[config.mk]
export PLATFORM = sky130hd
export DESIGN_NAME = ccc_core
export DESIGN_NICKNAME = d
export VERILOG_FILES = /design/src/ccc_pkg.sv /design/src/ccc_div_stage.sv /design/src/ccc_buf2.sv /design/src/ccc_core.sv
export SDC_FILE = /design/constraint.sdc
export NUM_CORES = 1
export LEC_CHECK = 0
export BUFFER_PORTS_ARGS = -buffer_cell sky130_fd_sc_hd__buf_2
export CORE_ASPECT_RATIO = 1.5
export CORE_MARGIN = 3
export CORE_UTILIZATION = 25
export CTS_CLUSTER_SIZE = 25
export DETAILED_ROUTE_END_ITERATION = 12
export GPL_ROUTABILITY_DRIVEN = 0
export PLACE_DENSITY = 0.39
export SYNTH_ARGS = -nofsm -noshare
export SYNTH_HDL_FRONTEND = slang
export SYNTH_SLANG_ARGS = --single-unit
export TNS_END_PERCENT = 20
[constraint.sdc]
create_clock -name clk -period 14.6 [get_ports clk]
set_input_delay 2.92 -clock clk [delete_from_list [all_inputs] [get_ports clk]]
set_output_delay 2.92 -clock clk [all_outputs]
set_load 0.005 [all_outputs]
[src/ccc_pkg.sv]
`default_nettype none
package ccc_pkg;

    ////////////////////////////////////////////////////////////////////////////
    // Register port geometry
    localparam int CCC_AW = 3;
    localparam int CCC_DW = 10;
    localparam int CCC_SW = 16;

    localparam logic [2:0] CCC_REG_REF_CTRL   = 3'h0;
    localparam logic [2:0] CCC_REG_CLK_DIV    = 3'h1;
    localparam logic [2:0] CCC_REG_FILT_CTRL  = 3'h2;
    localparam logic [2:0] CCC_REG_ADC_CTRL   = 3'h3;
    localparam logic [2:0] CCC_REG_PEAK_LEVEL = 3'h4;
    localparam logic [2:0] CCC_REG_DAC_VOL    = 3'h5;
    localparam logic [2:0] CCC_REG_DAC_CTRL   = 3'h6;
    localparam logic [2:0] CCC_REG_STATUS     = 3'h7;

    ////////////////////////////////////////////////////////////////////////////
    // Field positions
    localparam int CCC_REF_DIS_BIT    = 0;
    localparam int CCC_DIV1_LSB       = 0;
    localparam int CCC_DIV2_LSB       = 2;
    localparam int CCC_DIV3_LSB       = 4;
    localparam int CCC_LOW_DELAY_BIT  = 0;
    localparam int CCC_GAIN_LSB       = 0;
    localparam int CCC_ADC_MUTE_BIT   = 3;
    localparam int CCC_PEAK_EN_BIT    = 4;
    localparam int CCC_DAC_MUTE_BIT   = 0;
    localparam int CCC_ST_SLAVE_BIT   = 0;
    localparam int CCC_ST_BUSY_BIT    = 1;

    ////////////////////////////////////////////////////////////////////////////
    // Reset values and codes
    localparam logic [1:0] CCC_DIV_BY1      = 2'h0;
    localparam logic [1:0] CCC_DIV_BY2      = 2'h1;
    localparam logic [1:0] CCC_DIV_BY3      = 2'h2;
    localparam logic [1:0] CCC_DIV_BY4      = 2'h2;
    localparam logic [2:0] CCC_GAIN_RST     = 3'h0;
    localparam logic [2:0] CCC_GAIN_MAX     = 3'h4;
    localparam logic [9:0] CCC_DAC_VOL_RST  = 10'h000;
    localparam logic [5:0] CCC_PEAK_CLEAR   = 6'h3f;
    localparam logic [10:0] CCC_UNITY_GAIN  = 11'h400;

    ////////////////////////////////////////////////////////////////////////////
    // Cycle counts
    localparam logic [11:0] CCC_INIT_CYCLES = 12'hc00;
    localparam logic [7:0]  CCC_NORM_LAST   = 8'hff;
    localparam logic [6:0]  CCC_FAST_LAST   = 7'h7f;
    localparam logic [1:0]  CCC_ADC_MOD_PH  = 2'h3;

    // Rounded 20*log10(1 + m/8) for m = 0..7, three bits per entry
    localparam logic [23:0] CCC_FRAC_DB = {3'h5, 3'h5, 3'h4, 3'h4, 3'h3, 3'h2, 3'h1, 3'h0};

    typedef enum logic [1:0] {
        CCC_ST_RESET = 2'b00,
        CCC_ST_INIT  = 2'b01,
        CCC_ST_RUN   = 2'b10
    } ccc_state_t;

    // Level below full scale, in whole dB, of a 16-bit magnitude
    function automatic logic [5:0] ccc_peak_level(input logic [15:0] mag);
        logic [4:0]  lz;
        logic        found;
        logic [15:0] norm;
        logic [2:0]  frac;
        logic [7:0]  att;
        lz    = 5'h10;
        found = 1'b0;
        for (int i = 15; i >= 0; i--) begin
            if (!found && mag[i]) begin
                found = 1'b1;
                lz    = 5'(15 - i);
            end
        end
        norm = mag << lz;
        frac = norm[14:12];
        att  = 8'({3'h0, lz} * 8'h06) - {5'h0, CCC_FRAC_DB[{frac, 1'b0} + {2'h0, frac} +: 3]};
        if (!found || att > 8'h3f) begin
            return CCC_PEAK_CLEAR;
        end
        return att[5:0];
    endfunction : ccc_peak_level

endpackage : ccc_pkg
`default_nettype wire

[src/ccc_div_stage.sv]
`timescale 1ns/1ps
`default_nettype none
module ccc_div_stage
    import ccc_pkg::*;
(
    input  wire logic       clk,
    input  wire logic       reset_n,
    input  wire logic       clear,
    input  wire logic       tick_in,
    input  wire logic [1:0] last,
    output var  logic       tick_out
);

    logic [1:0] cnt_q;
    logic [1:0] cnt_d;
    logic       tick_q;
    logic       tick_d;

    ////////////////////////////////////////////////////////////////////////////
    // Enable pulse every (last + 1) input pulses; no derived clock is made
    always_comb begin
        cnt_d  = cnt_q;
        tick_d = 1'b0;
        if (clear) begin
            cnt_d = 2'h0;
        end else if (tick_in) begin
            // Compare with >= so a ratio lowered mid-count cannot run away
            if (cnt_q >= last) begin
                cnt_d  = 2'h0;
                tick_d = 1'b1;
            end else begin
                cnt_d = cnt_q + 2'h1;
            end
        end
    end

    always_ff @(posedge clk) begin
        if (!reset_n) begin
            cnt_q  <= 2'h0;
            tick_q <= 1'b0;
        end else begin
            cnt_q  <= cnt_d;
            tick_q <= tick_d;
        end
    end

    assign tick_out = tick_q;

endmodule : ccc_div_stage
`default_nettype wire

[src/ccc_buf2.sv]
`timescale 1ns/1ps
`default_nettype none
module ccc_buf2
    import ccc_pkg::*;
(
    input  wire logic              clk,
    input  wire logic              reset_n,
    input  wire logic              flush,
    input  wire logic              in_valid,
    output var  logic              in_ready,
    input  wire logic [CCC_SW-1:0] in_data,
    output var  logic              out_valid,
    input  wire logic              out_ready,
    output var  logic [CCC_SW-1:0] out_data
);

    logic [CCC_SW-1:0] slot0_q, slot0_d;
    logic [CCC_SW-1:0] slot1_q, slot1_d;
    logic              v0_q,    v0_d;
    logic              v1_q,    v1_d;
    logic              push;
    logic              pop;

    ////////////////////////////////////////////////////////////////////////////
    // Slot 0 is the head; ready and valid are plain flop bits
    always_comb begin
        push    = in_valid && !v1_q;
        pop     = out_ready && v0_q;
        slot0_d = slot0_q;
        slot1_d = slot1_q;
        v0_d    = v0_q;
        v1_d    = v1_q;
        if (flush) begin
            v0_d = 1'b0;
            v1_d = 1'b0;
        end else if (push && pop) begin
            slot0_d = in_data;
        end else if (pop) begin
            slot0_d = slot1_q;
            v0_d    = v1_q;
            v1_d    = 1'b0;
        end else if (push) begin
            if (!v0_q) begin
                slot0_d = in_data;
                v0_d    = 1'b1;
            end else begin
                slot1_d = in_data;
                v1_d    = 1'b1;
            end
        end
    end

    always_ff @(posedge clk) begin
        if (!reset_n) begin
            slot0_q <= '0;
            slot1_q <= '0;
            v0_q    <= 1'b0;
            v1_q    <= 1'b0;
        end else begin
            slot0_q <= slot0_d;
            slot1_q <= slot1_d;
            v0_q    <= v0_d;
            v1_q    <= v1_d;
        end
    end

    assign in_ready  = !v1_q;
    assign out_valid = v0_q;
    assign out_data  = slot0_q;

endmodule : ccc_buf2
`default_nettype wire

[src/ccc_core.sv]
// Notes on behaviour
// - Serial data input level is captured when reset is released.
// - Captured high means slave, low means master driving sync and bit clock.
// - After reset, 3073 cycles restore defaults and purge samples; writes ignored.
// - ADC gain field picks five 3 dB steps, 0 dB to 12 dB.
// - ADC mute bit zeroes ADC samples, independent of gain.
// - ADC modulator enable runs at 64 times the sample rate in normal mode, 32 times in low-delay mode.
// - Peak enable tracks the loudest ADC sample as 0 to -63 dB.
// - Reading the peak register returns it, then restarts tracking.
// - DAC mute and DAC volume act independently.
// - Ten-bit DAC attenuation gives 1024 steps on output samples.
// - Low-delay option makes the sample tick the divided clock over 128.
// - A control bit switches the on-chip reference off.
// - In normal mode the sample tick is the divided clock over 256.
// - First two dividers select divide by 1, 2 or 3.
// - Third divider selects divide by 1, 2 or 4 and forms the divided clock.
// - Default dividers give a sample rate of master clock over 256.
// - ADC modulator at a quarter, DAC modulator at half the divided clock.
`timescale 1ns/1ps
`default_nettype none
module ccc_core
    import ccc_pkg::*;
(
    input  wire logic              clk,
    input  wire logic              reset_n,
    input  wire logic [CCC_AW-1:0] reg_addr,
    input  wire logic [CCC_DW-1:0] reg_wdata,
    input  wire logic              reg_wr,
    input  wire logic              reg_rd,
    output var  logic [CCC_DW-1:0] reg_rdata,
    input  wire logic              serial_din,
    output var  logic              slave_mode,
    output var  logic              serial_bit_clock_oe,
    output var  logic              frame_sync_oe,
    output var  logic              init_busy,
    output var  logic              ref_disable,
    output var  logic [2:0]        adc_gain_code,
    output var  logic              internal_divided_clock_tick,
    output var  logic              adc_mod_tick,
    output var  logic              dac_mod_tick,
    output var  logic              sample_tick,
    input  wire logic [CCC_SW-1:0] adc_in_data,
    input  wire logic              adc_in_valid,
    output var  logic [CCC_SW-1:0] adc_out_data,
    output var  logic              adc_out_valid,
    input  wire logic [CCC_SW-1:0] dac_in_data,
    input  wire logic              dac_in_valid,
    output var  logic              dac_in_ready,
    output var  logic [CCC_SW-1:0] dac_out_data,
    output var  logic              dac_out_valid
);

    ////////////////////////////////////////////////////////////////////////////
    // Reset sequencing and mode strap
    ccc_state_t  state_q, state_d;
    logic [11:0] init_cnt_q, init_cnt_d;
    logic        slave_q, slave_d;
    logic        busy_q, busy_d;
    logic        run;

    always_comb begin
        state_d    = state_q;
        init_cnt_d = init_cnt_q;
        slave_d    = slave_q;
        busy_d     = busy_q;
        case (state_q)
            CCC_ST_RESET: begin
                slave_d    = serial_din;
                init_cnt_d = 12'h001;
                state_d    = CCC_ST_INIT;
            end
            CCC_ST_INIT: begin
                if (init_cnt_q == CCC_INIT_CYCLES) begin
                    state_d = CCC_ST_RUN;
                    busy_d  = 1'b0;
                end else begin
                    init_cnt_d = init_cnt_q + 12'h001;
                end
            end
            CCC_ST_RUN: begin
                state_d = CCC_ST_RUN;
            end
            default: begin
                state_d = CCC_ST_RESET;
            end
        endcase
    end

    always_ff @(posedge clk) begin
        if (!reset_n) begin
            state_q    <= CCC_ST_RESET;
            init_cnt_q <= 12'h000;
            slave_q    <= 1'b0;
            busy_q     <= 1'b1;
        end else begin
            state_q    <= state_d;
            init_cnt_q <= init_cnt_d;
            slave_q    <= slave_d;
            busy_q     <= busy_d;
        end
    end

    assign run                 = (state_q == CCC_ST_RUN);
    assign slave_mode          = slave_q;
    assign init_busy           = busy_q;
    // Sync and bit clock pins are only driven once the strap says master
    logic drive_q;
    always_ff @(posedge clk) begin
        if (!reset_n) begin
            drive_q <= 1'b0;
        end else begin
            drive_q <= (state_q != CCC_ST_RESET) && !slave_d;
        end
    end
    assign serial_bit_clock_oe = drive_q;
    assign frame_sync_oe       = drive_q;

    ////////////////////////////////////////////////////////////////////////////
    // Control registers
    logic       ref_dis_q, ref_dis_d;
    logic [1:0] div1_q, div1_d, div2_q, div2_d, div3_q, div3_d;
    logic       low_delay_q, low_delay_d;
    logic [2:0] gain_q, gain_d;
    logic       adc_mute_q, adc_mute_d;
    logic       peak_en_q, peak_en_d;
    logic [9:0] dac_vol_q, dac_vol_d;
    logic       dac_mute_q, dac_mute_d;
    logic       wr_ok;

    always_comb begin
        wr_ok       = reg_wr && run;
        ref_dis_d   = ref_dis_q;
        div1_d      = div1_q;
        div2_d      = div2_q;
        div3_d      = div3_q;
        low_delay_d = low_delay_q;
        gain_d      = gain_q;
        adc_mute_d  = adc_mute_q;
        peak_en_d   = peak_en_q;
        dac_vol_d   = dac_vol_q;
        dac_mute_d  = dac_mute_q;
        if (wr_ok) begin
            case (reg_addr)
                CCC_REG_REF_CTRL: begin
                    ref_dis_d = reg_wdata[CCC_REF_DIS_BIT];
                end
                CCC_REG_CLK_DIV: begin
                    div1_d = reg_wdata[CCC_DIV1_LSB +: 2];
                    div2_d = reg_wdata[CCC_DIV2_LSB +: 2];
                    div3_d = reg_wdata[CCC_DIV3_LSB +: 2];
                end
                CCC_REG_FILT_CTRL: begin
                    low_delay_d = reg_wdata[CCC_LOW_DELAY_BIT];
                end
                CCC_REG_ADC_CTRL: begin
                    // Codes above the top step saturate at 12 dB
                    gain_d = (reg_wdata[CCC_GAIN_LSB +: 3] > CCC_GAIN_MAX) ? CCC_GAIN_MAX
                                                                           : reg_wdata[CCC_GAIN_LSB +: 3];
                    adc_mute_d = reg_wdata[CCC_ADC_MUTE_BIT];
                    peak_en_d  = reg_wdata[CCC_PEAK_EN_BIT];
                end
                CCC_REG_DAC_VOL: begin
                    dac_vol_d = reg_wdata;
                end
                CCC_REG_DAC_CTRL: begin
                    dac_mute_d = reg_wdata[CCC_DAC_MUTE_BIT];
                end
                default: begin
                end
            endcase
        end
    end

    always_ff @(posedge clk) begin
        if (!reset_n) begin
            ref_dis_q   <= 1'b0;
            div1_q      <= CCC_DIV_BY1;
            div2_q      <= CCC_DIV_BY1;
            div3_q      <= CCC_DIV_BY1;
            low_delay_q <= 1'b0;
            gain_q      <= CCC_GAIN_RST;
            adc_mute_q  <= 1'b0;
            peak_en_q   <= 1'b0;
            dac_vol_q   <= CCC_DAC_VOL_RST;
            dac_mute_q  <= 1'b0;
        end else begin
            ref_dis_q   <= ref_dis_d;
            div1_q      <= div1_d;
            div2_q      <= div2_d;
            div3_q      <= div3_d;
            low_delay_q <= low_delay_d;
            gain_q      <= gain_d;
            adc_mute_q  <= adc_mute_d;
            peak_en_q   <= peak_en_d;
            dac_vol_q   <= dac_vol_d;
            dac_mute_q  <= dac_mute_d;
        end
    end

    assign ref_disable   = ref_dis_q;
    assign adc_gain_code = gain_q;

    ////////////////////////////////////////////////////////////////////////////
    // Prescaler cascade
    logic       t1, t2, t3;
    logic [1:0] last1, last2, last3;

    // Code 3 on the first two stages falls back to pass-through
    assign last1 = (div1_q == CCC_DIV_BY2) ? 2'h1 : (div1_q == CCC_DIV_BY3) ? 2'h2 : 2'h0;
    assign last2 = (div2_q == CCC_DIV_BY2) ? 2'h1 : (div2_q == CCC_DIV_BY3) ? 2'h2 : 2'h0;
    assign last3 = (div3_q == CCC_DIV_BY2) ? 2'h1 : (div3_q == CCC_DIV_BY4) ? 2'h3 : 2'h0;

    ccc_div_stage u_div1 (.clk(clk), .reset_n(reset_n), .clear(!run), .tick_in(1'b1), .last(last1), .tick_out(t1));
    ccc_div_stage u_div2 (.clk(clk), .reset_n(reset_n), .clear(!run), .tick_in(t1), .last(last2), .tick_out(t2));
    ccc_div_stage u_div3 (.clk(clk), .reset_n(reset_n), .clear(!run), .tick_in(t2), .last(last3), .tick_out(t3));

    assign internal_divided_clock_tick = t3;

    ////////////////////////////////////////////////////////////////////////////
    // Sample and modulator ticks from the divided clock
    logic [7:0] ph_q, ph_d;
    logic       smp_q, smp_d, adm_q, adm_d, dam_q, dam_d;

    always_comb begin
        ph_d  = ph_q;
        smp_d = 1'b0;
        adm_d = 1'b0;
        dam_d = 1'b0;
        if (!run) begin
            ph_d = 8'h00;
        end else if (t3) begin
            ph_d  = ph_q + 8'h01;
            adm_d = (ph_q[1:0] == CCC_ADC_MOD_PH);
            dam_d = ph_q[0];
            if (low_delay_q) begin
                smp_d = (ph_q[6:0] == CCC_FAST_LAST);
            end else begin
                smp_d = (ph_q == CCC_NORM_LAST);
            end
        end
    end

    always_ff @(posedge clk) begin
        if (!reset_n) begin
            ph_q  <= 8'h00;
            smp_q <= 1'b0;
            adm_q <= 1'b0;
            dam_q <= 1'b0;
        end else begin
            ph_q  <= ph_d;
            smp_q <= smp_d;
            adm_q <= adm_d;
            dam_q <= dam_d;
        end
    end

    assign sample_tick  = smp_q;
    assign adc_mod_tick = adm_q;
    assign dac_mod_tick = dam_q;

    ////////////////////////////////////////////////////////////////////////////
    // ADC output and peak tracking
    logic [CCC_SW-1:0] adc_q, adc_d, mag;
    logic              adc_v_q, adc_v_d, rd_peak;
    logic [5:0]        peak_q, peak_d, base, lvl;

    always_comb begin
        mag     = adc_in_data[CCC_SW-1] ? CCC_SW'(-adc_in_data) : adc_in_data;
        lvl     = ccc_peak_level(mag);
        rd_peak = reg_rd && (reg_addr == CCC_REG_PEAK_LEVEL);
        adc_v_d = adc_in_valid && run;
        adc_d   = adc_q;
        if (adc_in_valid) begin
            adc_d = adc_mute_q ? '0 : adc_in_data;
        end
        // A sample landing on the clearing read still counts
        base   = rd_peak ? CCC_PEAK_CLEAR : peak_q;
        peak_d = base;
        if (!peak_en_q || !run) begin
            peak_d = CCC_PEAK_CLEAR;
        end else if (adc_in_valid && (lvl < base)) begin
            peak_d = lvl;
        end
    end

    always_ff @(posedge clk) begin
        if (!reset_n) begin
            adc_q   <= '0;
            adc_v_q <= 1'b0;
            peak_q  <= CCC_PEAK_CLEAR;
        end else begin
            adc_q   <= adc_d;
            adc_v_q <= adc_v_d;
            peak_q  <= peak_d;
        end
    end

    assign adc_out_data  = adc_q;
    assign adc_out_valid = adc_v_q;

    ////////////////////////////////////////////////////////////////////////////
    // DAC path: buffer drained once per sample tick
    logic              buf_v;
    logic [CCC_SW-1:0] buf_data;
    logic              take;
    logic [CCC_SW-1:0] dac_q, dac_d, scaled;
    logic              dac_v_q, dac_v_d;
    logic signed [27:0] prod;

    assign take = smp_d && buf_v;

    ccc_buf2 u_buf (
        .clk      (clk),
        .reset_n  (reset_n),
        .flush    (!run),
        .in_valid (dac_in_valid),
        .in_ready (dac_in_ready),
        .in_data  (dac_in_data),
        .out_valid(buf_v),
        .out_ready(take),
        .out_data (buf_data)
    );

    always_comb begin
        // Full scale at attenuation 0, one 1/1024 step per code
        prod    = $signed(buf_data) * $signed({1'b0, CCC_UNITY_GAIN - {1'b0, dac_vol_q}});
        scaled  = prod[25:10];
        dac_v_d = smp_d;
        dac_d   = dac_q;
        if (take) begin
            dac_d = dac_mute_q ? '0 : scaled;
        end else if (smp_d && dac_mute_q) begin
            dac_d = '0;
        end
    end

    always_ff @(posedge clk) begin
        if (!reset_n) begin
            dac_q   <= '0;
            dac_v_q <= 1'b0;
        end else begin
            dac_q   <= dac_d;
            dac_v_q <= dac_v_d;
        end
    end

    assign dac_out_data  = dac_q;
    assign dac_out_valid = dac_v_q;

    ////////////////////////////////////////////////////////////////////////////
    // Read port, data valid the cycle after the strobe
    logic [CCC_DW-1:0] rdata_q, rdata_d;

    always_comb begin
        rdata_d = rdata_q;
        if (reg_rd) begin
            case (reg_addr)
                CCC_REG_REF_CTRL:   rdata_d = {9'h000, ref_dis_q};
                CCC_REG_CLK_DIV:    rdata_d = {4'h0, div3_q, div2_q, div1_q};
                CCC_REG_FILT_CTRL:  rdata_d = {9'h000, low_delay_q};
                CCC_REG_ADC_CTRL:   rdata_d = {5'h00, peak_en_q, adc_mute_q, gain_q};
                CCC_REG_PEAK_LEVEL: rdata_d = {4'h0, peak_q};
                CCC_REG_DAC_VOL:    rdata_d = dac_vol_q;
                CCC_REG_DAC_CTRL:   rdata_d = {9'h000, dac_mute_q};
                CCC_REG_STATUS:     rdata_d = {8'h00, busy_q, slave_q};
                default:            rdata_d = '0;
            endcase
        end
    end

    always_ff @(posedge clk) begin
        if (!reset_n) begin
            rdata_q <= '0;
        end else begin
            rdata_q <= rdata_d;
        end
    end

    assign reg_rdata = rdata_q;

endmodule : ccc_core
`default_nettype wire

==> flow_summary.yaml, run 1 <==
flow_run:
  maxCapViolCount: 0
route:
  firstDrtPassIters: 5
  vias_per_cell: 4.61
  dr_total_vias: 11500
  route.detailed.drc: 0
  drt_iter0_markers: 376
  post_drt_wl_per_cell_um: 17.6
  wirelength_um: 44100
  ant_nets: 0
timing:
  finalHoldViolCount: 0
  whs_ns: 0.462
  skew_ns: 0.0158
  worstMarginPinSlew_ns: 1.07
  rsz0062_at_grt: "false"
  max_freq_mhz: 80.6
  finalSetupViolations: 0
  finalWorstSetupSlack_ns: 2.19
  tns_ns: 0
  fin_crit_ns: 12.41
  fin_crit_sh_pct: 85.0
  drv_slew: 0
  slew_headroom_pct: 27.0
synthesis:
  ys.warnings.count: 0
  ys_seq_area_share_pct: 19.8
  synthCells: 1670
  synth_seq_cells: 144
  synth.top_cell.area_share_pct: 21.3
  synth_nets: 1965
  synth_commonest_cells: "inv_1 (219), nand2_1 (172), fa_1 (155)"
  synth-main-ff-cell: "dfxtp_1"
  synth_cell_types: 84
  synth_area_leaders: "fa_1 (21%), dfxtp_1 (20%), ha_1 (7.6%)"
  synth-compound-area-share_pct: 11.2
  synthAdderAreaFrac_pct: 28.9
  yosysTopAreaCell: "fa_1"
  synth_edf_count: 0
  synth_xor_area_share_pct: 4.34
  synth_top_family_by_area: "adder cells"
  muxShareOfSynthArea_pct: 6.13
  synthSimpleGateAreaFrac_pct: 21.5
  syn_area_sq_um: 14500
  async_flop_share_pct: 0
  avgSynthCellArea_sq_um: 8.71
  synth_most_common_cell: "inv_1"
pwr:
  powerDensity_nw_per_um2: 83.9
  p_leak_nw: 7.50
  intPower_uw: 829
  swShare_pct: 40.0
  power_frac_clock_pct: 33.4
  power.switching_uw: 552
  ir_drop_uv: 93.5
  pwr-share-comb_pct: 33.6
  sequentialPowerShare_pct: 33.0
cts:
  htree_levels: 4
  path_clk_slew_ns: 0.08
  holdBufCountCts: 0
  cts_tree: "built"
  cts_setup_buffers: 0
  cts-root-buf: "clkbuf_16"
  worst_skew_pair.late_latency_ns: 0.47
  cts_resized: 0
  cts_buffers: 17
  cts_sinks: 144
  cts_buffer_depth: 2
worst_setup_path:
  cp_common_cell: "mux2i_1"
  cp.required_ns: 14.96
  crit_arrival_ns: 12.76
  cp_max_fo: 17
  r2r_slack_ns: 6.31
  crit_type: "primary input to register"
  crit_buf_inv: 3
  end_kind: "register"
  r2r-end: "dac_out_data[15]"
  cp_top_family: "compound AO/OA/AOI/OAI gates"
  r2r_cells: 27
  reg2reg_from: "dac_vol_q[2]"
  cp-start-kind: "primary input"
  slowest_stage: "a211oi_1"
  max_stage_delay_ns: 0.79
grt:
  overflow: 0
  grt_antenna_before_repair: 1
  grt_pass1_vias: 12500
  grt_pass1_wl_um: 70900
  grt_max_degree: 92
  grtUsageTotal_pct: 15.0
die:
  initial_core_util_pct: 25.4
  placementRows: 107
  boundaryPins: 109
  die_w_um: 203
  die_h_um: 301
  core-area_sq_um: 57200
  die_area_sq_um: 61200
min_path:
  holdPathEnd: "peak_q[0]"
  min-delay-start: "peak_en_q"
  hold_path.class: "register to register"
  hold-path-cell-count: 1
placement:
  port_buffers: 108
  dp.cells: 2472
  hpwl_um: 34600
  pre_cts_ws_ns: 1.73
finish:
  fin_nets: 2023
  fin_cells: 2505
  layout-drive-gt1-share_pct: 11.6
  areaGrowthSynthToFinish_pct: 13.3
run_status:
  outcome: "finished clean"
## cells in the final DEF, fill, tap and decap left out, types with 8 or more instances in the layout
master	Yosys	layout
nor2_1	83	82
a21o_1	8	8
buf_4	2	19
buf_2	4	107
mux2_2	10	10
dfxtp_1	144	144
or2_2	11	11
or3_1	9	9
o21ai_0	32	32
fa_1	155	155
xor2_1	30	29
nand2b_1	12	12
and3_1	10	10
ha_1	88	88
o211a_1	22	22
a21boi_0	11	11
a22oi_1	20	20
mux2i_1	72	72
and2_1	92	92
xnor2_1	42	39
nor3_1	17	17
nand4_1	10	10
clkbuf_16	0	17
nand3b_1	8	8
inv_1	219	219
a21oi_1	41	41
nand2_1	172	172
nand3_1	32	32
nor2b_1	109	109
## cells by family (layout without fill, tap and decap cells)
kind of cell	Yosys count	after routing
simple gates	598	598
compound gates	221	221
flops	144	144
mux	85	85
buf+inv	307	378
xor+xnor	72	72
fa+ha+maj	243	243
other cells	0	1
## routing by layer
layer	GRT usage, %	vias up	part of all wire (%)
met1	16.0	5755	39
met5	0	-	0
met3	2.22	51	2.5
li1	-	5580	-
met4	4.49	0	2.1
met2	29.9	161	56
## power groups by stage
stage | Combinational, mW | Clock [mW] | Sequential [mW]
6_report | 0.465 | 0.461 | 0.456
5_1_grt | 0.527 | 0.494 | 0.462
4_1_cts | 0.476 | 0.482 | 0.459
3_5_place_dp | 0.473 | 0 | 0.467
3_3_place_gp | 0.471 | 0 | 0.468
2_1_floorplan | 0.356 | 0 | 0.433
## worst max-delay path by stage
stage | cells after the start | startpoint | to | slack (ns)
2_1_floorplan | 37 | adc_in_data[0] | peak_q[2] | 2.83
3_3_place_gp | 35 | adc_in_data[0] | peak_q[1] | 1.82
3_5_place_dp | 35 | adc_in_data[0] | peak_q[2] | 1.73
4_1_cts | 35 | adc_in_data[0] | peak_q[2] | 2.22
5_1_grt | 35 | adc_in_data[0] | peak_q[4] | 1.31
6_report | 35 | adc_in_data[0] | peak_q[2] | 2.19
## layout make-up
| cell class | count | area (sq um) |
|---|---|---|
| clock buffers | 17 | 425 |
| diodes | 1 | 2.50 |
| inverters | 220 | 826 |
| flip-flops and latches | 144 | 2880 |
| well taps | 763 | 955 |
| multi-input cells | 1219 | 10500 |
| clock inverters | 15 | 180 |
| fillers | 6154 | 40700 |
| repair buffers | 126 | 678 |
## worst reg2reg max path: stages (launching register included)
cell,delay (ns)
dfxtp_1,0.39
or4_1,0.59
nor3_1,0.33
nand2_1,0.17
xor2_2,0.16
buf_4,0.22
and2_1,0.20
fa_1,0.53
inv_1,0.05
fa_1,0.48
inv_1,0.06
fa_1,0.53
inv_1,0.05
fa_1,0.56
inv_1,0.07
fa_1,0.48
ha_1,0.23
or3_1,0.39
a311oi_1,0.39
o21ai_0,0.16
buf_4,0.18
a2111oi_0,0.91
o31ai_1,0.25
o21a_1,0.25
o21a_1,0.19
nor2_1,0.11
xnor2_1,0.13
o21ai_0,0.09
## registers in the layout, indices dropped and copies added (netlist names), 2 cells and up
register	cells
dac_vol_q	10
div3_q	2
reg_rdata	10
u_buf.slot1_q	16
state_q	2
u_div2.cnt_q	2
div1_q	2
dac_out_data	16
ph_q	8
adc_out_data	16
u_div1.cnt_q	2
u_div3.cnt_q	2
peak_q	6
div2_q	2
u_buf.out_data	16
adc_gain_code	3
init_cnt_q	12
## through the flow
step                total power [mW]  utilization, %  cell area [sq um]
floorplan                      0.789               -              14500
global placement               0.938            27.8              15900
detailed placement             0.941            27.8              15900
CTS                             1.42            28.8              16500
global route                    1.48            28.8              16500
finish                          1.38            28.8              16500
Note: power is estimated with default switching activity, not from simulation.
==> run 2, diff against run 1 <==
--- a/config.mk
+++ b/config.mk
@@ -12,7 +12,7 @@
 export CTS_CLUSTER_SIZE = 25
 export DETAILED_ROUTE_END_ITERATION = 12
 export GPL_ROUTABILITY_DRIVEN = 0
-export PLACE_DENSITY = 0.39
+export PLACE_DENSITY = 0.4
 export SYNTH_ARGS = -nofsm -noshare
 export SYNTH_HDL_FRONTEND = slang
 export SYNTH_SLANG_ARGS = --single-unit
==> constraint.sdc (replaced) <==
create_clock -name clk -period 11.35 [get_ports clk]
set_input_delay 2.27 -clock clk [delete_from_list [all_inputs] [get_ports clk]]
set_output_delay 2.27 -clock clk [all_outputs]
set_load 0.005 [all_outputs]
==> flow_summary.yaml, run 2 (same netlist as run 1, synthesis figures left out) <==
worst_setup_path:
  cp_common_cell: "mux2i_1"
  r2r_cells: 26
  crit_arrival_ns: 11.01
  end_kind: "register"
  r2r-end: "dac_out_data[15]"
  cp_max_fo: 16
  cp-start-kind: "primary input"
  cp.required_ns: 11.70
  reg2reg_from: "dac_vol_q[2]"
  r2r_slack_ns: 3.36
  max_stage_delay_ns: 0.58
  slowest_stage: "or4_4"
  crit_type: "primary input to register"
timing:
  fin_crit_sh_pct: 94.0
  drv_slew: 0
  max_freq_mhz: 93.8
  tns_ns: 0
  finalWorstSetupSlack_ns: 0.684
  worstMarginPinSlew_ns: 1.08
  rsz0062_at_grt: "false"
  skew_ns: 0.0127
  finalHoldViolCount: 0
  finalSetupViolations: 0
  slew_headroom_pct: 27.4
  fin_crit_ns: 10.67
grt:
  grtUsageTotal_pct: 14.9
  grt_pass1_vias: 12400
  grt_pass1_wl_um: 70000
  grt_max_degree: 88
  grt_antenna_before_repair: 3
  overflow: 0
min_path:
  hold_path.class: "register to register"
  hold-path-cell-count: 1
  holdPathEnd: "u_div1.cnt_q[0]"
  min-delay-start: "u_div1.cnt_q[0]"
finish:
  multi_input_area_sq_um: 10500
  fin_nets: 2042
  areaGrowthSynthToFinish_pct: 14.3
  seq_area_sq_um: 2880
  final_cell_mix: "inv_1 (219), nand2_1 (172), fa_1 (155)"
  fin_cells: 2524
  final_common_cell: "inv_1"
  fillers: 6187
  layout-drive-gt1-share_pct: 12.6
  utilization_pct: 29.1
die:
  placementRows: 107
  die_h_um: 301
  core-area_sq_um: 57200
  die_w_um: 203
  die_area_sq_um: 61200
  initial_core_util_pct: 25.4
  boundaryPins: 109
route:
  route.detailed.drc: 0
  firstDrtPassIters: 5
  wirelength_um: 44100
  dr_total_vias: 11500
  vias_per_cell: 4.57
  ant_nets: 0
  post_drt_wl_per_cell_um: 17.5
  drt_iter0_markers: 464
pwr:
  powerDensity_nw_per_um2: 108
  p_leak_nw: 7.59
  ir_drop_uv: 117
  report.power.total_mw: 1.79
placement:
  hpwl_um: 34700
  dp.cells: 2491
  port_buffers: 108
  pre_cts_ws_ns: 0.206
run_status:
  outcome: "finished clean"
cts:
  worst_skew_pair.late_latency_ns: 0.46
  cts_buffer_depth: 2
  holdBufCountCts: 0
  htree_levels: 4
  cts-root-buf: "clkbuf_16"
  cts_tree: "built"
  path_clk_slew_ns: 0.07
  cts_sinks: 144
  cts_buffers: 17
flow_run:
  maxCapViolCount: 0
## run 2: changes by cell type in the layout (fill, tap and decap cells not counted), sizes merged
cell,delta
inv,-1
buf,+19
bufinv,+1
## run 2: worst max path at each step
| stage | from | to | slack, ns | depth (start not counted) |
|---|---|---|---|---|
| finish | adc_in_data[0] | peak_q[1] | 0.68 | 37 |
| global route | adc_in_data[0] | peak_q[4] | 0.02 | 37 |
| CTS | adc_in_data[0] | peak_q[1] | 0.73 | 37 |
| detailed placement | adc_in_data[0] | peak_q[1] | 0.21 | 37 |
| global placement | adc_in_data[0] | peak_q[2] | 0.29 | 38 |
| floorplan | adc_in_data[0] | peak_q[2] | 0.23 | 37 |
## run 2: per-layer routing
metal  vias to the layer above  part of all wire, %  global-route usage [%]
met5                         -                0.070                       0
met4                         4                  3.4                    5.96
met3                        68                  3.6                    2.92
met2                       192                   55                    28.9
met1                      5678                   37                    15.5
li1                       5605                    -                       -
## run 2: critical path, delay by kind of cell
family                     cells  cell delay (ns)
AOI/OAI and AO/OA             12             2.39
xor gates and xnor gates       1             0.11
adders and majority gates      5             1.89
buffers and inverters          5             0.71
muxes                          4             0.65
and+or+nand+nor               10             3.00
## run 2: final cells by class
cell class | instances | share of cell area (%)
multi-input combinational | 1219 | 63.4
sequential | 144 | 17.3
tap | 763 | 5.75
inverter | 220 | 4.97
timing repair buffer | 145 | 4.94
clock buffer | 17 | 2.56
clock inverter | 15 | 1.04
antenna | 1 | 0.0151
## run 2: repair_timing
action	in CTS	in global routing
setup buffers	0	0
hold endpoints to repair	0	0
gates resized for setup	0	1
setup endpoints to repair	0	3
## run 2: power by group
group | switching [mW] | internal (mW)
Combinational | 0.365 | 0.252
Clock | 0.275 | 0.313
Sequential | 0.0564 | 0.531
## run 2: stage by stage
step | area [sq um] | hold WS (ns)
5_1_grt | 16600 | 0.490
4_1_cts | 16600 | 0.460
3_3_place_gp | 16000 | 0.449
3_5_place_dp | 16000 | 0.448
2_1_floorplan | 14500 | 0.406
6_report | 16600 | 0.458
==> run 3, diff against run 2 <==
--- a/config.mk
+++ b/config.mk
@@ -6,7 +6,7 @@
 export NUM_CORES = 1
 export LEC_CHECK = 0
 export BUFFER_PORTS_ARGS = -buffer_cell sky130_fd_sc_hd__buf_2
-export CORE_ASPECT_RATIO = 1.5
+export CORE_ASPECT_RATIO = 1.2
 export CORE_MARGIN = 3
 export CORE_UTILIZATION = 25
 export CTS_CLUSTER_SIZE = 25
==> flow_summary.yaml, run 3 (same netlist as run 1, synthesis figures left out) <==
min_path:
  hold_path.class: "register to register"
  holdPathEnd: "u_div1.cnt_q[0]"
  min-delay-start: "u_div1.cnt_q[0]"
  hold-path-cell-count: 1
finish:
  fillers: 6179
  seq_area_sq_um: 2880
  final_cell_mix: "inv_1 (219), nand2_1 (172), fa_1 (155)"
  layout-drive-gt1-share_pct: 12.4
  multi_input_area_sq_um: 10500
  final_common_cell: "inv_1"
  utilization_pct: 28.8
  final_area_sq_um: 16500
  fin_nets: 2035
  areaGrowthSynthToFinish_pct: 13.6
cts:
  cts-root-buf: "clkbuf_16"
  cts_buffer_depth: 2
  cts_buffers: 17
  path_clk_slew_ns: 0.07
  cts_sinks: 144
  cts_tree: "built"
  holdBufCountCts: 0
  worst_skew_pair.late_latency_ns: 0.48
  htree_levels: 4
die:
  die_w_um: 226
  die_h_um: 270
  placementRows: 96
  boundaryPins: 109
  die_area_sq_um: 61100
  core-area_sq_um: 57400
  initial_core_util_pct: 25.3
worst_setup_path:
  crit_type: "primary input to register"
  cp.required_ns: 11.72
  slowest_stage: "fa_1"
  cp_max_fo: 16
  r2r-end: "dac_out_data[15]"
  crit_start: "adc_in_data[0]"
  reg2reg_from: "dac_vol_q[2]"
  crit_arrival_ns: 11.01
  end_kind: "register"
  r2r_slack_ns: 3.20
  cp-start-kind: "primary input"
  max_stage_delay_ns: 0.64
  r2r_cells: 26
grt:
  grt_pass1_wl_um: 67600
  grt_pass1_vias: 12100
  grt_antenna_before_repair: 2
  grt_max_degree: 46
  grtUsageTotal_pct: 14.2
  overflow: 0
route:
  wirelength_um: 41500
  drt_iter0_markers: 529
  post_drt_wl_per_cell_um: 16.7
  vias_per_cell: 4.61
  firstDrtPassIters: 5
  ant_nets: 0
  route.detailed.drc: 0
  dr_total_vias: 11500
placement:
  hpwl_um: 32200
  port_buffers: 108
  placed_area_sq_um: 15900
pwr:
  powerDensity_nw_per_um2: 107
  pwr-share-comb_pct: 33.9
  power.switching_uw: 691
  ir_drop_uv: 88.1
  power_frac_clock_pct: 32.7
  swShare_pct: 39.2
  intPower_mw: 1.07
  report.power.total_mw: 1.76
  sequentialPowerShare_pct: 33.4
  p_leak_nw: 7.56
timing:
  skew_ns: 0.0102
  rsz0062_at_grt: "false"
  drv_slew: 0
  finalHoldViolCount: 0
  max_freq_mhz: 94.1
  worstMarginPinSlew_ns: 1.10
  slew_headroom_pct: 26.6
  fin_crit_sh_pct: 93.7
  fin_crit_ns: 10.63
  finalSetupViolations: 0
run_status:
  outcome: "finished clean"
flow_run:
  maxCapViolCount: 0
[run 3: critical path, delay by kind of cell]
kind | cells | cell delay, ns
adders and majority gates | 5 | 1.97
xor gates and xnor gates | 1 | 0.11
buffers and inverters | 4 | 0.61
AOI/OAI and AO/OA | 14 | 2.79
muxes | 2 | 0.28
and+or+nand+nor | 10 | 2.96
[run 3: how the worst max path moves through the flow]
| stage | to | cells after the start | slack [ns] |
|---|---|---|---|
| final | peak_q[1] | 36 | 0.72 |
| after global routing | peak_q[1] | 36 | 0.04 |
| after CTS | peak_q[1] | 35 | 0.47 |
| after detailed placement | peak_q[1] | 35 | -0.05 |
| after global placement | peak_q[4] | 35 | 0.17 |
| after floorplan | peak_q[2] | 37 | 0.23 |
[run 3: through the flow]
step	setup WS (ns)	hold WS (ns)	TNS (ns)	instances
final	0.718	0.455	0	2490
after global routing	0.0427	0.491	0	2488
after CTS	0.474	0.463	0	2485
after detailed placement	-0.0511	0.446	-0.129	2453
after global placement	0.167	0.445	0	2453
after floorplan	0.232	0.406	0	1670
[run 3: repair_timing]
action	4_1_cts	5_1_grt
setup endpoints to repair	0	6
setup buffers	0	3
resized for setup	0	5
[run 3: per-layer routing]
layer  GRT usage (%)  vias to the layer above  part of all wire, %
li1                -                     5599                    -
met1            17.5                     5608                   44
met2            25.0                      224                   50
met3            2.53                       53                  3.6
met4            4.02                        0                  1.7
met5               0                        -                    0
[run 3: cell type report]
type	instances	share of cell area [%]
multi-input cells	1219	63.8
flip-flops and latches	144	17.4
well taps	735	5.57
inverters	220	5.00
repair buffers	138	4.65
clock buffers	18	2.66
clock inverters	14	0.825
diodes	2	0.0303
[run 3: power groups by stage]
stage / sequential (mW) / clock [mW] / combinational (mW)
after floorplan: 0.557 / 0 / 0.458
after global placement: 0.601 / 0 / 0.602
after detailed placement: 0.601 / 0 / 0.602
after CTS: 0.590 / 0.605 / 0.606
after global routing: 0.595 / 0.618 / 0.683
final: 0.588 / 0.576 / 0.598
